## src/logic/vpi_pkg.sv

```systemverilog
// Package for the vectored priority interrupt unit.
// Assumes one 20 MHz core clock that also stands for the main oscillator.
package vpi_pkg;

  // Source counts
  localparam int NUM_SOURCES = 14;
  localparam int NUM_REQ     = 12;

  // Request and enable bit positions, index 0 is highest maskable priority
  localparam int REQ_DISP  = 0;
  localparam int REQ_EXT2  = 1;
  localparam int REQ_EXT1  = 2;
  localparam int REQ_TMR4  = 3;
  localparam int REQ_TICK  = 4;
  localparam int REQ_VSYNC = 5;
  localparam int REQ_TMR3  = 6;
  localparam int REQ_TMR2  = 7;
  localparam int REQ_TMR1  = 8;
  localparam int REQ_SER   = 9;
  localparam int REQ_I2C   = 10;
  localparam int REQ_EXT3  = 11;

  // Source numbers, equal to the fixed priority
  localparam logic [3:0] SRC_RESET = 4'h1;
  localparam logic [3:0] SRC_SWB   = 4'he;
  localparam logic [3:0] SRC_NONE  = 4'h0;

  // Low byte address of each vector pair
  localparam logic [15:0] VEC_RESET = 16'hfffe;
  localparam logic [15:0] VEC_DISP  = 16'hfffc;
  localparam logic [15:0] VEC_EXT2  = 16'hfffa;
  localparam logic [15:0] VEC_EXT1  = 16'hfff8;
  localparam logic [15:0] VEC_TMR4  = 16'hfff4;
  localparam logic [15:0] VEC_TICK  = 16'hfff2;
  localparam logic [15:0] VEC_VSYNC = 16'hfff0;
  localparam logic [15:0] VEC_TMR3  = 16'hffee;
  localparam logic [15:0] VEC_TMR2  = 16'hffec;
  localparam logic [15:0] VEC_TMR1  = 16'hffea;
  localparam logic [15:0] VEC_SER   = 16'hffe8;
  localparam logic [15:0] VEC_I2C   = 16'hffe6;
  localparam logic [15:0] VEC_EXT3  = 16'hffe4;
  localparam logic [15:0] VEC_SWB   = 16'hffde;

  // Register byte offsets
  localparam int         ADDR_W     = 8;
  localparam logic [7:0] ADDR_REQ   = 8'h00;
  localparam logic [7:0] ADDR_ENA   = 8'h04;
  localparam logic [7:0] ADDR_POL   = 8'h08;
  localparam logic [7:0] ADDR_PWM1  = 8'h0c;
  localparam logic [7:0] ADDR_PATCH = 8'h10;
  localparam logic [7:0] ADDR_STAT  = 8'h14;

  // Reset values
  localparam logic [11:0] REQ_RST   = 12'h000;
  localparam logic [11:0] ENA_RST   = 12'h000;
  localparam logic [7:0]  POL_RST   = 8'h00;
  localparam logic [7:0]  PWM1_RST  = 8'h00;
  localparam logic [7:0]  PATCH_RST = 8'h00;

  // Field positions
  localparam int POL_EXT1_BIT  = 3;
  localparam int POL_EXT2_BIT  = 4;
  localparam int POL_EXT3_BIT  = 5;
  localparam int POL_VSYNC_BIT = 6;
  localparam int TICK_SEL_BIT  = 0;
  localparam int PATCH1_BIT    = 0;
  localparam int PATCH2_BIT    = 1;

  // Timing counts
  localparam int TICK_OSC_PERIODS = 4096;
  localparam int OSC_PER_ACLK     = 1;
  localparam int TICK_CYCLES      = TICK_OSC_PERIODS / OSC_PER_ACLK;
  localparam int SER_BITS         = 8;

  // Bus responses
  localparam logic [1:0] RESP_OKAY   = 2'b00;
  localparam logic [1:0] RESP_SLVERR = 2'b10;

  // Take sequence states
  typedef enum logic [1:0] {ST_IDLE, ST_SAVE, ST_LOAD} vpi_state_t;

  // Indication to the core
  typedef struct packed {
    logic        save_state;
    logic        load_vector;
    logic [15:0] vector_addr;
    logic [3:0]  source;
  } vpi_take_t;

endpackage

```

## src/logic/vpi_unit.sv

```systemverilog
// Vectored priority interrupt unit with an AXI4-Lite register port.
// Assumes same-clock pulses from timers, display, serial, I2C and the core.
// Operation
// RULE1 - Fourteen sources: four pins, eight internal, software break, reset.
// RULE2 - Accepting an interrupt saves program counter and status onto the stack.
// RULE3 - Acceptance sets the disable flag and clears the accepted request bit.
// RULE4 - After saving, the program counter loads from the source vector.
// RULE5 - Maskable source taken only if enabled, requested and flag clear.
// RULE6 - Software may clear request bits but never set them.
// RULE7 - Each maskable source has request and enable; enables freely writable.
// RULE8 - Reset is non-maskable with highest priority.
// RULE9 - Software break has no enable, ignores flag, lowest priority.
// RULE10 - Polarity bits 3 to 5 pick pin edge, zero rising, reset zero.
// RULE11 - Fixed priority order and vector addresses from FFFE down to FFDE.
// RULE12 - Periodic request every 4096 oscillator periods while select bit is zero.
// RULE13 - Each timer raises its own request on overflow.
// RULE14 - Display block done raises a request after a character block.
// RULE15 - Vertical sync raises a request on a selectable edge.
// RULE16 - Serial unit and I2C interface raise separate requests.
// RULE17 - Patch enable register resets to zero; low bits enable two slots.
// RULE18 - Timer request comes on the count pulse after reaching zero.
// RULE19 - Serial request set after the transfer clock counts eight times.
// RULE20 - Highest pending eligible source served first, others stay pending.
// RULE21 - Acceptance sampled only at instruction boundaries.
//
// The register offsets and the AXI4-Lite interface to the registers were left to the implementer.
`timescale 1ns/1ps
module vpi_unit (
  input  wire logic                       aclk,
  input  wire logic                       aresetn,
  // AXI4-Lite slave
  input  wire logic [vpi_pkg::ADDR_W-1:0] s_axi_awaddr,
  input  wire logic                       s_axi_awvalid,
  output logic                            s_axi_awready,
  input  wire logic [31:0]                s_axi_wdata,
  input  wire logic [3:0]                 s_axi_wstrb,
  input  wire logic                       s_axi_wvalid,
  output logic                            s_axi_wready,
  output logic [1:0]                      s_axi_bresp,
  output logic                            s_axi_bvalid,
  input  wire logic                       s_axi_bready,
  input  wire logic [vpi_pkg::ADDR_W-1:0] s_axi_araddr,
  input  wire logic                       s_axi_arvalid,
  output logic                            s_axi_arready,
  output logic [31:0]                     s_axi_rdata,
  output logic [1:0]                      s_axi_rresp,
  output logic                            s_axi_rvalid,
  input  wire logic                       s_axi_rready,
  // External pins
  input  wire logic                       external_irq_one,
  input  wire logic                       external_irq_two,
  input  wire logic                       external_irq_three,
  input  wire logic                       vsync_in,
  // Internal sources
  input  wire logic                       display_block_done,
  input  wire logic [3:0]                 timer_count_pulse,
  input  wire logic [3:0]                 timer_at_zero,
  input  wire logic                       serial_start,
  input  wire logic                       serial_clk_pulse,
  input  wire logic                       i2c_event,
  // Core side
  input  wire logic                       cpu_boundary,
  input  wire logic                       software_break,
  input  wire logic                       cpu_iflag_wr,
  input  wire logic                       cpu_iflag_val,
  output vpi_pkg::vpi_take_t              cpu_take,
  output logic                            iflag,
  output logic                            patch_slot_one_enable,
  output logic                            patch_slot_two_enable
);

  // Register select codes
  localparam logic [2:0] SEL_REQ   = 3'h0;
  localparam logic [2:0] SEL_ENA   = 3'h1;
  localparam logic [2:0] SEL_POL   = 3'h2;
  localparam logic [2:0] SEL_PWM1  = 3'h3;
  localparam logic [2:0] SEL_PATCH = 3'h4;
  localparam logic [2:0] SEL_STAT  = 3'h5;
  localparam logic [2:0] SEL_NONE  = 3'h7;
  logic [11:0]         req_r, req_nxt, ena_r, tick_cnt_r, events, sw_clear, hw_clear;
  logic [7:0]          pol_r, pwm1_r, rom_patch_enable_r, aw_addr_r;
  logic [3:0]          ser_cnt_r, last_src_r, pin_edges, pin_bus, pol_bus, win_idx, w_strb_r;
  logic [31:0]         w_data_r, wmask, rdata_r;
  logic [1:0]          bresp_r, rresp_r;
  logic                iflag_r, reset_pend_r, swb_pend_r, any_mask, accept, do_write, take_reset;
  logic                take_mask, take_swb, aw_full_r, w_full_r, bvalid_r, rvalid_r;
  vpi_pkg::vpi_state_t state_r;
  vpi_pkg::vpi_take_t  take_r;

  // Byte offset to register select
  function automatic logic [2:0] reg_sel(input logic [7:0] addr);
    case (addr)
      vpi_pkg::ADDR_REQ:   reg_sel = SEL_REQ;
      vpi_pkg::ADDR_ENA:   reg_sel = SEL_ENA;
      vpi_pkg::ADDR_POL:   reg_sel = SEL_POL;
      vpi_pkg::ADDR_PWM1:  reg_sel = SEL_PWM1;
      vpi_pkg::ADDR_PATCH: reg_sel = SEL_PATCH;
      vpi_pkg::ADDR_STAT:  reg_sel = SEL_STAT;
      default:             reg_sel = SEL_NONE;
    endcase
  endfunction

  // Vector of a maskable request index
  function automatic logic [15:0] req_vector(input logic [3:0] idx);
    case (idx)
      4'h0:    req_vector = vpi_pkg::VEC_DISP;
      4'h1:    req_vector = vpi_pkg::VEC_EXT2;
      4'h2:    req_vector = vpi_pkg::VEC_EXT1;
      4'h3:    req_vector = vpi_pkg::VEC_TMR4;
      4'h4:    req_vector = vpi_pkg::VEC_TICK;
      4'h5:    req_vector = vpi_pkg::VEC_VSYNC;
      4'h6:    req_vector = vpi_pkg::VEC_TMR3;
      4'h7:    req_vector = vpi_pkg::VEC_TMR2;
      4'h8:    req_vector = vpi_pkg::VEC_TMR1;
      4'h9:    req_vector = vpi_pkg::VEC_SER;
      4'ha:    req_vector = vpi_pkg::VEC_I2C;
      default: req_vector = vpi_pkg::VEC_EXT3;
    endcase
  endfunction

  // Pin edge detectors, ext one/two/three and vsync
  assign pin_bus = {vsync_in, external_irq_three, external_irq_two, external_irq_one};
  assign pol_bus = {pol_r[vpi_pkg::POL_VSYNC_BIT], pol_r[vpi_pkg::POL_EXT3_BIT],
                    pol_r[vpi_pkg::POL_EXT2_BIT], pol_r[vpi_pkg::POL_EXT1_BIT]}; // RULE10 RULE15
  for (genvar g = 0; g < 4; g++) begin : g_pin
    vpi_edge_det u_edge (
      .aclk       (aclk),
      .aresetn    (aresetn),
      .pin        (pin_bus[g]),
      .pol        (pol_bus[g]),
      .edge_pulse (pin_edges[g])
    );
  end

  // Periodic tick divider, runs only while select bit is zero
  always_ff @(posedge aclk) begin
    if (!aresetn || pwm1_r[vpi_pkg::TICK_SEL_BIT]) begin
      tick_cnt_r <= 12'h000;
    end else begin
      tick_cnt_r <= tick_cnt_r + 12'h001; // RULE12
    end
  end

  // Serial transfer clock counter, stops at eight
  always_ff @(posedge aclk) begin
    if (!aresetn || serial_start) begin
      ser_cnt_r <= 4'h0;
    end else if (serial_clk_pulse && ser_cnt_r != 4'(vpi_pkg::SER_BITS)) begin
      ser_cnt_r <= ser_cnt_r + 4'h1; // RULE19
    end
  end

  // Source events gathered in priority order
  always_comb begin
    events                      = '0; // RULE1
    events[vpi_pkg::REQ_DISP]   = display_block_done; // RULE14
    events[vpi_pkg::REQ_EXT2]   = pin_edges[1];
    events[vpi_pkg::REQ_EXT1]   = pin_edges[0];
    events[vpi_pkg::REQ_EXT3]   = pin_edges[2];
    events[vpi_pkg::REQ_VSYNC]  = pin_edges[3]; // RULE15
    events[vpi_pkg::REQ_TMR1]   = timer_count_pulse[0] & timer_at_zero[0]; // RULE13 RULE18
    events[vpi_pkg::REQ_TMR2]   = timer_count_pulse[1] & timer_at_zero[1]; // RULE13 RULE18
    events[vpi_pkg::REQ_TMR3]   = timer_count_pulse[2] & timer_at_zero[2]; // RULE13 RULE18
    events[vpi_pkg::REQ_TMR4]   = timer_count_pulse[3] & timer_at_zero[3]; // RULE13 RULE18
    events[vpi_pkg::REQ_TICK]   = ~pwm1_r[vpi_pkg::TICK_SEL_BIT]
                                  & (tick_cnt_r == 12'(vpi_pkg::TICK_CYCLES - 1)); // RULE12
    events[vpi_pkg::REQ_SER]    = serial_clk_pulse & ~serial_start
                                  & (ser_cnt_r == 4'(vpi_pkg::SER_BITS - 1)); // RULE19 RULE16
    events[vpi_pkg::REQ_I2C]    = i2c_event; // RULE16
  end

  // Winner among enabled pending requests
  vpi_prio_enc u_prio (
    .eligible (req_r & ena_r), // RULE5 RULE20
    .any      (any_mask),
    .index    (win_idx)
  );

  // Acceptance at instruction boundaries only
  assign accept     = (state_r == vpi_pkg::ST_IDLE) && cpu_boundary; // RULE21
  assign take_reset = accept && reset_pend_r; // RULE8
  assign take_mask  = accept && !reset_pend_r && any_mask && !iflag_r; // RULE5 RULE11
  assign take_swb   = accept && !reset_pend_r && !take_mask && swb_pend_r; // RULE9

  // Write clears from software, accept clear from hardware
  assign wmask    = {{8{w_strb_r[3]}}, {8{w_strb_r[2]}}, {8{w_strb_r[1]}}, {8{w_strb_r[0]}}};
  assign do_write = aw_full_r && w_full_r && !bvalid_r;
  assign sw_clear = (do_write && reg_sel(aw_addr_r) == SEL_REQ)
                    ? (~w_data_r[11:0] & wmask[11:0]) : 12'h000; // RULE6
  assign hw_clear = take_mask ? (12'h001 << win_idx) : 12'h000; // RULE3 RULE20

  // Request bits, a new event wins over any clear
  assign req_nxt = (req_r & ~sw_clear & ~hw_clear) | events; // RULE6 RULE7
  always_ff @(posedge aclk) begin
    if (!aresetn) begin
      req_r <= vpi_pkg::REQ_RST;
    end else begin
      req_r <= req_nxt;
    end
  end

  // Reset pending from release, break pending from the core
  always_ff @(posedge aclk) begin
    if (!aresetn) begin
      reset_pend_r <= 1'b1; // RULE8
      swb_pend_r   <= 1'b0;
    end else begin
      if (take_reset) begin
        reset_pend_r <= 1'b0;
      end
      if (software_break) begin
        swb_pend_r <= 1'b1; // RULE9
      end else if (take_swb) begin
        swb_pend_r <= 1'b0;
      end
    end
  end

  // Disable flag, acceptance wins over a core update
  always_ff @(posedge aclk) begin
    if (!aresetn) begin
      iflag_r <= 1'b1;
    end else if (take_reset || take_mask || take_swb) begin
      iflag_r <= 1'b1; // RULE3
    end else if (cpu_iflag_wr) begin
      iflag_r <= cpu_iflag_val;
    end
  end

  // Take sequence: save state, then load vector
  always_ff @(posedge aclk) begin
    if (!aresetn) begin
      state_r    <= vpi_pkg::ST_IDLE;
      take_r     <= '0;
      last_src_r <= vpi_pkg::SRC_NONE;
    end else begin
      case (state_r)
        vpi_pkg::ST_IDLE: begin
          take_r.load_vector <= 1'b0;
          if (take_reset || take_mask || take_swb) begin
            state_r           <= vpi_pkg::ST_SAVE;
            take_r.save_state <= 1'b1; // RULE2
            if (take_reset) begin
              take_r.source      <= vpi_pkg::SRC_RESET;
              take_r.vector_addr <= vpi_pkg::VEC_RESET; // RULE11
            end else if (take_mask) begin
              take_r.source      <= win_idx + 4'h2;
              take_r.vector_addr <= req_vector(win_idx); // RULE11
            end else begin
              take_r.source      <= vpi_pkg::SRC_SWB;
              take_r.vector_addr <= vpi_pkg::VEC_SWB; // RULE9
            end
          end
        end
        vpi_pkg::ST_SAVE: begin
          state_r            <= vpi_pkg::ST_LOAD;
          take_r.save_state  <= 1'b0;
          take_r.load_vector <= 1'b1; // RULE4
        end
        vpi_pkg::ST_LOAD: begin
          state_r            <= vpi_pkg::ST_IDLE;
          take_r.load_vector <= 1'b0;
          last_src_r         <= take_r.source;
        end
        default: begin
          state_r <= vpi_pkg::ST_IDLE;
          take_r  <= '0;
        end
      endcase
    end
  end

  // Write address and data captured in either order
  always_ff @(posedge aclk) begin
    if (!aresetn) begin
      aw_full_r <= 1'b0;
      w_full_r  <= 1'b0;
      aw_addr_r <= 8'h00;
      w_data_r  <= 32'h0000_0000;
      w_strb_r  <= 4'h0;
    end else begin
      if (s_axi_awvalid && s_axi_awready) begin
        aw_full_r <= 1'b1;
        aw_addr_r <= {s_axi_awaddr[7:2], 2'b00};
      end else if (do_write) begin
        aw_full_r <= 1'b0;
      end
      if (s_axi_wvalid && s_axi_wready) begin
        w_full_r <= 1'b1;
        w_data_r <= s_axi_wdata;
        w_strb_r <= s_axi_wstrb;
      end else if (do_write) begin
        w_full_r <= 1'b0;
      end
    end
  end

  // Writable control registers
  always_ff @(posedge aclk) begin
    if (!aresetn) begin
      ena_r              <= vpi_pkg::ENA_RST;
      pol_r              <= vpi_pkg::POL_RST; // RULE10
      pwm1_r             <= vpi_pkg::PWM1_RST;
      rom_patch_enable_r <= vpi_pkg::PATCH_RST; // RULE17
    end else if (do_write) begin
      case (reg_sel(aw_addr_r))
        SEL_ENA:   ena_r <= (ena_r & ~wmask[11:0]) | (w_data_r[11:0] & wmask[11:0]); // RULE7
        SEL_POL:   if (w_strb_r[0]) pol_r <= w_data_r[7:0];
        SEL_PWM1:  if (w_strb_r[0]) pwm1_r <= w_data_r[7:0]; // RULE12
        SEL_PATCH: if (w_strb_r[0]) rom_patch_enable_r <= w_data_r[7:0];
        default:   ;
      endcase
    end
  end

  // Write response
  always_ff @(posedge aclk) begin
    if (!aresetn) begin
      bvalid_r <= 1'b0;
      bresp_r  <= vpi_pkg::RESP_OKAY;
    end else if (do_write) begin
      bvalid_r <= 1'b1;
      bresp_r  <= (reg_sel(aw_addr_r) == SEL_NONE) ? vpi_pkg::RESP_SLVERR
                                                   : vpi_pkg::RESP_OKAY;
    end else if (s_axi_bready) begin
      bvalid_r <= 1'b0;
    end
  end

  // Read data, captured at address acceptance
  always_ff @(posedge aclk) begin
    if (!aresetn) begin
      rvalid_r <= 1'b0;
      rdata_r  <= 32'h0000_0000;
      rresp_r  <= vpi_pkg::RESP_OKAY;
    end else if (s_axi_arvalid && s_axi_arready) begin
      rvalid_r <= 1'b1;
      rresp_r  <= vpi_pkg::RESP_OKAY;
      case (reg_sel({s_axi_araddr[7:2], 2'b00}))
        SEL_REQ:   rdata_r <= {20'h00000, req_r};
        SEL_ENA:   rdata_r <= {20'h00000, ena_r};
        SEL_POL:   rdata_r <= {24'h000000, pol_r};
        SEL_PWM1:  rdata_r <= {24'h000000, pwm1_r};
        SEL_PATCH: rdata_r <= {24'h000000, rom_patch_enable_r};
        SEL_STAT:  rdata_r <= {24'h000000, reset_pend_r, swb_pend_r, (state_r != vpi_pkg::ST_IDLE),
                               last_src_r, iflag_r};
        default: begin
          rdata_r <= 32'h0000_0000;
          rresp_r <= vpi_pkg::RESP_SLVERR;
        end
      endcase
    end else if (s_axi_rready) begin
      rvalid_r <= 1'b0;
    end
  end

  // Bus handshakes and outputs
  assign s_axi_awready         = !aw_full_r && !bvalid_r;
  assign s_axi_wready          = !w_full_r && !bvalid_r;
  assign s_axi_bvalid          = bvalid_r;
  assign s_axi_bresp           = bresp_r;
  assign s_axi_arready         = !rvalid_r;
  assign s_axi_rvalid          = rvalid_r;
  assign s_axi_rdata           = rdata_r;
  assign s_axi_rresp           = rresp_r;
  assign cpu_take              = take_r;
  assign iflag                 = iflag_r;
  assign patch_slot_one_enable = rom_patch_enable_r[vpi_pkg::PATCH1_BIT]; // RULE17
  assign patch_slot_two_enable = rom_patch_enable_r[vpi_pkg::PATCH2_BIT]; // RULE17

endmodule // vpi_unit

```

## src/logic/vpi_edge_det.sv

```systemverilog
// Pin synchroniser and selectable edge detector.
// Assumes an asynchronous pin; pol low picks rising, high picks falling.
`timescale 1ns/1ps
module vpi_edge_det (
  input  wire logic aclk,
  input  wire logic aresetn,
  input  wire logic pin,
  input  wire logic pol,
  output logic      edge_pulse
);
  logic sync1_r;
  logic sync2_r;
  logic prev_r;

  // Two-stage synchroniser and history
  always_ff @(posedge aclk) begin
    if (!aresetn) begin
      sync1_r <= 1'b0;
      sync2_r <= 1'b0;
      prev_r  <= 1'b0;
    end else begin
      sync1_r <= pin;
      sync2_r <= sync1_r;
      prev_r  <= sync2_r;
    end
  end

  // Active edge by polarity
  assign edge_pulse = pol ? (prev_r & ~sync2_r) : (~prev_r & sync2_r);
endmodule // vpi_edge_det

```

## src/logic/vpi_prio_enc.sv

```systemverilog
// Fixed priority encoder, bit 0 wins.
// Assumes eligible bits are already masked.
`timescale 1ns/1ps
module vpi_prio_enc (
  input  wire logic [11:0] eligible,
  output logic             any,
  output logic [3:0]       index
);
  // Scan from lowest priority up so the highest ends on top
  always_comb begin
    any   = 1'b0;
    index = 4'h0;
    for (int i = 11; i >= 0; i--) begin
      if (eligible[i]) begin
        any   = 1'b1;
        index = 4'(i);
      end
    end
  end
endmodule // vpi_prio_enc

```

## config.mk

```make
export PLATFORM = sky130hd
export DESIGN_NAME = vpi_unit
export DESIGN_NICKNAME = d
export VERILOG_FILES = /design/src/logic/vpi_pkg.sv /design/src/logic/vpi_unit.sv /design/src/logic/vpi_edge_det.sv /design/src/logic/vpi_prio_enc.sv
export SDC_FILE = /design/constraint.sdc
export NUM_CORES = 1
export LEC_CHECK = 0
export BUFFER_PORTS_ARGS = -buffer_cell sky130_fd_sc_hd__buf_4
export CAP_MARGIN = 15
export CORE_ASPECT_RATIO = 1.25
export CORE_MARGIN = 2
export CORE_UTILIZATION = 49
export CTS_CLUSTER_DIAMETER = 50
export CTS_CLUSTER_SIZE = 14
export DETAILED_ROUTE_END_ITERATION = 6
export GPL_TIMING_DRIVEN = 0
export PLACE_DENSITY = 0.81
export SLEW_MARGIN = 20
export SYNTH_ARGS = -nofsm -noshare
export SYNTH_HDL_FRONTEND = slang
export SYNTH_HIERARCHICAL = 1
export SYNTH_SLANG_ARGS = --single-unit
```

## constraint.sdc

```tcl
create_clock -name aclk -period 2 [get_ports aclk]
set_input_delay 0 -clock aclk [delete_from_list [all_inputs] [get_ports aclk]]
set_output_delay 0 -clock aclk [all_outputs]
set_load 0.03 [all_outputs]
```

Word level (Yosys, flattened, before mapping)
Memory sizes are Yosys's and may differ from the RTL's.
Cells that the tools add are included.
Widths: inputs -> output; s select.
- add/subtract/negate cells: 3
- multipliers: 0
- divide/modulo/power cells: 0
- order comparisons: 0
- equality and inequality tests: 26
- shifts and indexed selects: 1
- muxes and demuxes: 57
- bitwise gates (word level): 40
- reductions and logical operators: 48
- operators with widths (operator ; number):
    $and 12x12->12 ; 6
    $pmux 12 s6 ; 1
    $mux 20 ; 3
    $mux 4 ; 12
    $not 12->12 ; 4
    $pmux 20 s2 ; 1
    $pmux 3 s6 ; 2
    $mux 1 ; 27
    $eq 6x2->1 const B ; 4
    $eq 6x3->1 const B ; 4
    $mux 12 ; 2
    $or 12x12->12 ; 2
    $logic_and 1x1->1 ; 16
    $and 1x1->1 ; 15
    $not 1->1 ; 13
    $add 12x1->12 const B ; 1
    $eq 12x12->1 const B ; 1
    $eq 3x2->1 const B ; 4
    $eq 3x3->1 const B ; 4
    $eq 6x1->1 const B ; 2
    $mux 3 ; 4
    $reduce_bool 2->1 ; 6
    $shl 1x4->12 const A ; 1
    $reduce_and 3->1 ; 3
    other kinds (20) ; 37
- register bits: 167
- latch bits: 0
- RAM bits: 0
- ROM bits: 64
- output and inout port bits: 66
- logic and storage cells: 214
- memories kept: 1
- memory list (memory ; words ; bits a word ; read ports ; clocked after memory_dff ; write ports ; RTL line ; source):
    (no name shown) ; 16 ; 4 ; 1 ; 0 ; 0 ; vpi_unit.sv:105 ; case (idx)

Logic depth before layout (Yosys ltp)
Gate-level depths: netlist of run 1.
- depth in word-level cells: 21
- gate-level depth with buffers: 12

Hierarchy
The synthesis of run 1 kept the hierarchy.
- by module, submodules not included (module ; times used ; cells an instance ; area an instance (µm²) ; sequential area each (µm²)):
    vpi_unit ; 1 ; 704 ; 5940.7 ; 2462.4
    vpi_edge_det ; 4 ; 9 ; 101.3 ; 60.1
    vpi_prio_enc ; 1 ; 22 ; 128.9 ; 0.0

Least setup slack after synthesis of run 1
Ideal clock, no wire load.
- path type: register to register
- start point: register req_r[10]
- end point: register take_r (netlist bit cpu_take[6])
- library setup time: 0.123 ns
- arrival: 2.092 ns
- required time: 1.877 ns
- slack: -0.215 ns
- stages on the path, launching flop included: 13
- path buffers: 0
- clock period less this slack: 2.215 ns
- cell sequence: dfxtp_1 and2_1 nor2_1 o31ai_1 a211oi_1 nor3_1 inv_1 ha_1 nor2_1 a211oi_1 a21oi_1 o21ai_0 o22ai_1
- RTL lines (what ; RTL line ; source):
    start, declared ; vpi_unit.sv:80 ; logic [11:0] req_r, req_nxt, ena_r, tick_cnt_r, events, sw_clear, hw_clear;
    start signal, assigned ; vpi_unit.sv:196 ; req_r <= vpi_pkg::REQ_RST;
    start signal, assigned ; vpi_unit.sv:198 ; req_r <= req_nxt;
    $and 12x12->12 ; vpi_unit.sv:174 ; .eligible (req_r & ena_r),
    $mux 4 (11 in a row) ; vpi_prio_enc.sv:14 ; if (eligible[i]) begin
    via win_idx[1] ; vpi_unit.sv:82 ; logic [3:0] ser_cnt_r, last_src_r, pin_edges, pin_bus, pol_bus, win_idx, w_strb_r;
    $mem_v2 16x4 ; n/a ;
    $mux 20 ; vpi_unit.sv:246 ; end else if (take_mask) begin
    $mux 20 ; vpi_unit.sv:243 ; if (take_reset) begin
    $mux 20 ; vpi_unit.sv:240 ; if (take_reset || take_mask || take_swb) begin
    $pmux 20 s2 ; vpi_unit.sv:237 ; case (state_r)
    end, declared ; vpi_unit.sv:88 ; vpi_pkg::vpi_take_t take_r;
The timed path passes the listed nets, and every way through them passes these cells. The select of a mux whose other input is x is not followed.
A chain may end at the register's enable or synchronous reset.

==> results of run 1 <==
==> how the worst min path moves through the flow <==
stage | from | end | slack (ps) | cells past startpoint
after CTS | s_axi_wvalid | w_data_r[4] | 0.2 | 4
after global placement | s_axi_rready | s_axi_rvalid | 190 | 2
after global routing | s_axi_wvalid | w_data_r[4] | 40 | 4
final | s_axi_wvalid | w_data_r[4] | -0.5 | 4
after floorplan | s_axi_rready | s_axi_rvalid | 100 | 1
after detailed placement | s_axi_rready | s_axi_rvalid | 200 | 2
==> stage by stage <==
stage | area [um^2] | TNS [ps] | std cells
2_1_floorplan | 6600 | -64.1 | 784
3_3_place_gp | 7520 | -8110 | 1046
3_5_place_dp | 7520 | -9440 | 1046
4_1_cts | 9020 | -835 | 1154
5_1_grt | 9300 | -5910 | 1164
6_report | 9300 | -4900 | 1164
==> cell families after synthesis <==
group                    after synthesis  share of synthesized area
adder cells (fa/ha/maj)               17                     0.0328
flip-flops                           135                      0.417
buffers and inverters                 94                     0.0775
AO/OA/AOI/OAI                        167                      0.169
XOR/XNOR                               9                     0.0122
other                                  1                   0.000579
AND/OR/NAND/NOR                      300                      0.230
multiplexers                          39                     0.0607
==> routing by layer <==
| metal | vias to the layer above | global-route usage |
|---|---|---|
| met1 | 3133 | 0.350 |
| met3 | 110 | 0.0586 |
| li1 | 3066 | - |
| met5 | - | 0 |
| met4 | 0 | 0.135 |
| met2 | 403 | 0.506 |
==> layout make-up <==
type | count | area (um^2) | share of cell area
Buffer | 68 | 419 | 0.0451
Clock buffer | 21 | 470 | 0.0506
Sequential cell | 135 | 2720 | 0.293
Multi-Input combinational cell | 555 | 3710 | 0.399
Tap cell | 168 | 210 | 0.0226
Inverter | 25 | 104 | 0.0112
Clock inverter | 10 | 120 | 0.0129
Timing Repair Buffer | 182 | 1550 | 0.166
==> worst register-to-register path: stages (launching register included) <==
cell	delay [ps]
dfxtp_2	340
and2_4	190
buf_6	120
nor4_4	340
nand3_1	180
nor2b_4	190
o31ai_4	260
a21oi_4	140
buf_6	150
buf_6	100
nand2b_4	140
a21oi_2	120
==> power by group through the flow <==
stage / logic, uW / registers [uW] / clock network, uW
final: 1700 / 3010 / 3160
after global routing: 1780 / 3020 / 3280
after CTS: 1500 / 2980 / 3120
after detailed placement: 1310 / 3030 / 0
after global placement: 1300 / 3030 / 0
after floorplan: 764 / 3120 / 0
==> layout by cell type, fill, tap and decap left out, types with 12 or more instances in the layout <==
master           n
nand2_1         93
and2_4          12
buf_4          153
a21oi_1         38
mux2i_1         36
and2_1          17
nand3_1         31
dfxtp_2         12
clkbuf_1        22
conb_1          23
o21ai_0         40
dlygate4sd3_1   56
inv_1           19
dfxtp_1        122
nor2_1          67
clkbuf_16       17
==> registers in the layout, summed over array words and instances (netlist names), 2 cells and up, named ones only <==
signal                cells
aw_addr_r                 6
ser_cnt_r                 4
g_pin.u_edge/sync2_r      4
last_src_r                4
w_strb_r                  2
w_data_r                 12
pol_r                     8
rom_patch_enable_r        8
s_axi_rdata              12
pwm1_r                    8
g_pin.u_edge/prev_r       4
state_r                   2
tick_cnt_r               12
g_pin.u_edge/sync1_r      4
req_r                    12
cpu_take                 12
==> synth_stat cells, types with 5 or more instances <==
cell type / n
a211o_1: 5
a21oi_1: 44
a221oi_1: 9
a22oi_1: 6
a31oi_1: 8
and2_1: 27
and3_2: 5
buf_2: 6
buf_4: 35
clkbuf_1: 23
dfxtp_1: 135
ha_1: 17
inv_1: 22
mux2i_1: 37
nand2_1: 94
nand2b_1: 16
nand3_1: 32
nand4_1: 9
nor2_1: 71
nor2b_1: 9
nor3_1: 8
o211ai_1: 9
o21ai_0: 47
xor2_1: 6
==> repair_timing <==
action                                  4_1_cts  5_1_grt
pin swaps                                    19       31
buffers inserted                             21       11
hold buffers                                 56        0
endpoints found under the setup margin       24       33
cloned                                        1        0
gates resized for setup                      64       41
hold endpoints to repair                     50        0
==> metrics.yaml, run 1 <==
clock_tree:
  clock_path_buffers: 2
  clk_latency_ps: 430
  path_clk_slew_ps: 60
  root_buffer: "clkbuf_16"
  htreeDepth: 4
  numCtsBuffers: 17
  tritoncts: "done"
  cts_sinks: 135
synth:
  synth_seq_cells: 135
  netlist_instances: 762
  synth_top_cell_area_share: 0.417
  synth.distinct_cells: 72
  async_flop_share: 0
  ys_seq_area_frac: 0.417
  synth_area_per_cell_um2: 8.50
  yosys_warnings: 6
  synth_area_leaders: "dfxtp_1 (42%), mux2i_1 (5.7%), nand2_1 (5.4%)"
  synth_ff_type: "dfxtp_1"
  synth-edff-count: 0
  syn-cell-area_um2: 6470
  synth.largest_area_cell: "dfxtp_1"
critical_path:
  crit_arrival_ps: 2690
  r2r_slack_ps: -340
  cp.depth: 11
  crit_slowest_cell: "dfxtp_2"
  timing.rr.end: "cpu_take[9]"
  critical_path_class: "reg2reg"
  start_kind: "register"
  rr_worst_depth: 11
  crit_fanout: 4
  critPathCapture: "cpu_take[9]"
  end_kind: "register"
  cpMostUsedCell: "buf_6"
  crit_chain: "and2_4, buf_6, nor4_4, nand3_1, nor2b_4, o31ai_4, a21oi_4, buf_6, buf_6, nand2b_4, a21oi_2"
  cp_top_family: "simple AND/OR/NAND/NOR gates"
  crit_buf_inv: 3
  required_ps: 2340
  cpPeakStageDelay_ps: 340
routing:
  wl_um: 22200
  ant_nets: 0
  drt-met1-wl_um: 8330
  maxUsedRoutingLayer: "met4"
  first_pass_iters: 7
  wire_per_inst_um: 19.1
  drc: 1
  first_iter_violations: 627
  met3WireLength_um: 1750
  dr_wl_met2_um: 10900
  num_vias: 6712
  vias_per_cell: 5.77
die:
  dieArea_um2: 14200
  design.core.area_um2: 12800
  io_pins: 145
  num_rows: 46
  die_w_um: 107
  die_h_um: 133
  start_util: 0.507
sta:
  holdWs_ps: -0.533
  setup_viol: 25
  fin_crit_ps: 2340
  slew_headroom: 0.448
  worst_clock_skew_ps: 9.34
  rsz0062_at_grt: "yes"
  fin_crit_sh: 1.17
  hold_viol_final: 1
  worstMarginPinSlew_ps: 828
  finalMaxSlewViolations: 0
  finalWorstSetupSlack_ps: -342
  fmax_mhz: 427
finish:
  fin_nets: 1080
  antenna_cells: 0
  drive_gt1_frac: 0.297
  area_delta_synth_final_pct: 43.6
  fillCellCount: 856
  final_core_util: 0.728
global_route:
  grt_pass1_vias: 6474
  grt_usage: 0.294
  antenna_found_initial: 0
  grt_max_degree: 17
  grt_pass1_wl_um: 32900
  grt_overflow_total: 0
power_and_ir_drop:
  power_uw: 7860
  p_int_uw: 5520
  clkPwrFrac: 0.401
  vdd_drop_max_mv: 0.593
  p_seq_frac: 0.382
  power.leakage_uw: 0.00399
  p_comb_frac: 0.216
  power_density_nw_per_um2: 845
  p_sw_frac: 0.298
  switching_power_uw: 2340
worst_hold_path:
  hold_class: "in2reg"
place:
  portBuffers: 94
  place.gp.congestion: 0.879
  dp_slack_ps: -393
  hpwl_um: 12800
outcome:
  status: "finished, violations left"
  failed_checks: "DRC, hold timing, setup timing"
flow_run:
  maxCapViolCount: 0
No activity file was read; power rests on OpenSTA's default activity.
==> run 2: changes to the inputs <==
- CORE_UTILIZATION: 49 -> 40
- PLACE_DENSITY: 0.81 -> 0.69
==> metrics.yaml, run 2 (same netlist as run 1, synthesis figures left out) <==
global_route:
  grt_use_met1: 0.267
  grt_max_degree: 17
  grt_usage: 0.221
  antenna_found_initial: 0
  top_usage_layer: "met2"
  grt_pass1_wl_um: 30400
  grt_pass1_vias: 5999
  gr-usage-met2: 0.382
  gr-usage-met3: 0.0418
  grt_overflow_total: 0
die:
  die_h_um: 146
  design.core.area_um2: 16000
  io_pins: 145
  start_util: 0.405
  dieArea_um2: 17200
  num_rows: 52
  die_w_um: 118
finish:
  stdcell_area_um2: 9330
  final_common_cell: "buf_4"
  fillCellCount: 1398
  final_core_util: 0.583
  antenna_cells: 0
  area_delta_synth_final_pct: 44.1
  drive_gt1_frac: 0.287
  final_cell_mix: "buf_4 (146), dfxtp_1 (125), nand2_1 (90)"
  fin_nets: 1073
routing:
  num_vias: 6262
  wire_per_inst_um: 16.2
  drc: 0
  first_iter_violations: 425
  first_pass_iters: 7
  ant_nets: 0
  vias_per_cell: 5.19
  wl_um: 19500
clock_tree:
  path_clk_slew_ps: 60
  root_buffer: "clkbuf_16"
  tritoncts: "done"
  cts_sinks: 135
  clock_path_buffers: 2
  numCtsBuffers: 17
  htreeDepth: 4
  clk_latency_ps: 420
sta:
  final.setup.tns_ps: -1640
  fin_crit_sh: 1.12
  worst_clock_skew_ps: 7.03
  slew_headroom: 0.467
  hold_viol_final: 0
  worstMarginPinSlew_ps: 799
  finalWorstSetupSlack_ps: -234
  finalMaxSlewViolations: 0
  setup_viol: 13
  fin_crit_ps: 2230
  fmax_mhz: 448
  rsz0062_at_grt: "yes"
worst_hold_path:
  hold_class: "in2reg"
place:
  hpwl_um: 13200
  dp_slack_ps: -422
  place.gp.congestion: 0.929
  portBuffers: 94
  dpl_cell_area_um2: 7580
critical_path:
  start_kind: "register"
  crit_fanout: 4
  critical_path_class: "reg2reg"
  end_kind: "register"
  required_ps: 2310
  crit_arrival_ps: 2540
outcome:
  failed_checks: "setup timing"
  status: "finished, violations left"
power_and_ir_drop:
  vdd_drop_max_mv: 0.527
  power.leakage_uw: 0.00397
  power_density_nw_per_um2: 833
  power_uw: 7770
flow_run:
  maxCapViolCount: 0
run 2: cell type report:
class | count | area (um^2) | area share
Multi-Input combinational cell | 555 | 3710 | 0.398
Sequential cell | 135 | 2720 | 0.291
Timing Repair Buffer | 175 | 1500 | 0.161
Clock buffer | 20 | 457 | 0.0489
Buffer | 68 | 418 | 0.0448
Tap cell | 216 | 270 | 0.0290
Clock inverter | 12 | 150 | 0.0161
Inverter | 25 | 104 | 0.0111
run 2: stage by stage:
step | instances | hold WS (ps)
floorplan | 784 | 100
finish | 1206 | 70.5
global route | 1206 | 94.4
global placement | 1094 | 189
detailed placement | 1094 | 188
CTS | 1195 | 69.0
run 2: final timing paths:
check / startpoint / to / slack, ps / cells after the start
setup / recovery: register / cpu_take[6] / -230 / 12
setup reg to reg: register / cpu_take[6] / -230 / 12
hold reg to reg: g_pin[3].u_edge/sync1_r / g_pin[3].u_edge/sync2_r / 430 / 1
hold / removal: s_axi_araddr[6] / s_axi_rdata[1] / 70 / 4
run 2: worst max-delay path, stage by stage (launching register included):
cell      delay [ps]
dfxtp_2          320
and2_4           180
nor3_1           220
o21ai_1          100
o21ai_1           90
o31a_1           250
inv_2             80
ha_1             290
nor2_1            40
a211oi_1         260
a21oi_1           70
o21ai_1          120
o22ai_1           80
run 2: routing by layer:
metal  vias up  part of all wire
li1       3055                 -
met1      2927              0.42
met2       228              0.49
met3        52             0.049
met4         0             0.041
met5         -                 0
run 2: report_power, final:
| group | switching, uW | internal [uW] |
|---|---|---|
| sequential | 159 | 2830 |
| combinational | 876 | 702 |
| clock | 1180 | 2020 |
run 2: timing repair:
item                                    4_1_cts  5_1_grt
endpoints found under the setup margin       24       27
hold endpoints to repair                     50        0
gates cloned                                  1        0
setup buffers                                10       12
gates resized for setup                      52       43
pin swaps                                     9       28
hold buffers                                 58        0
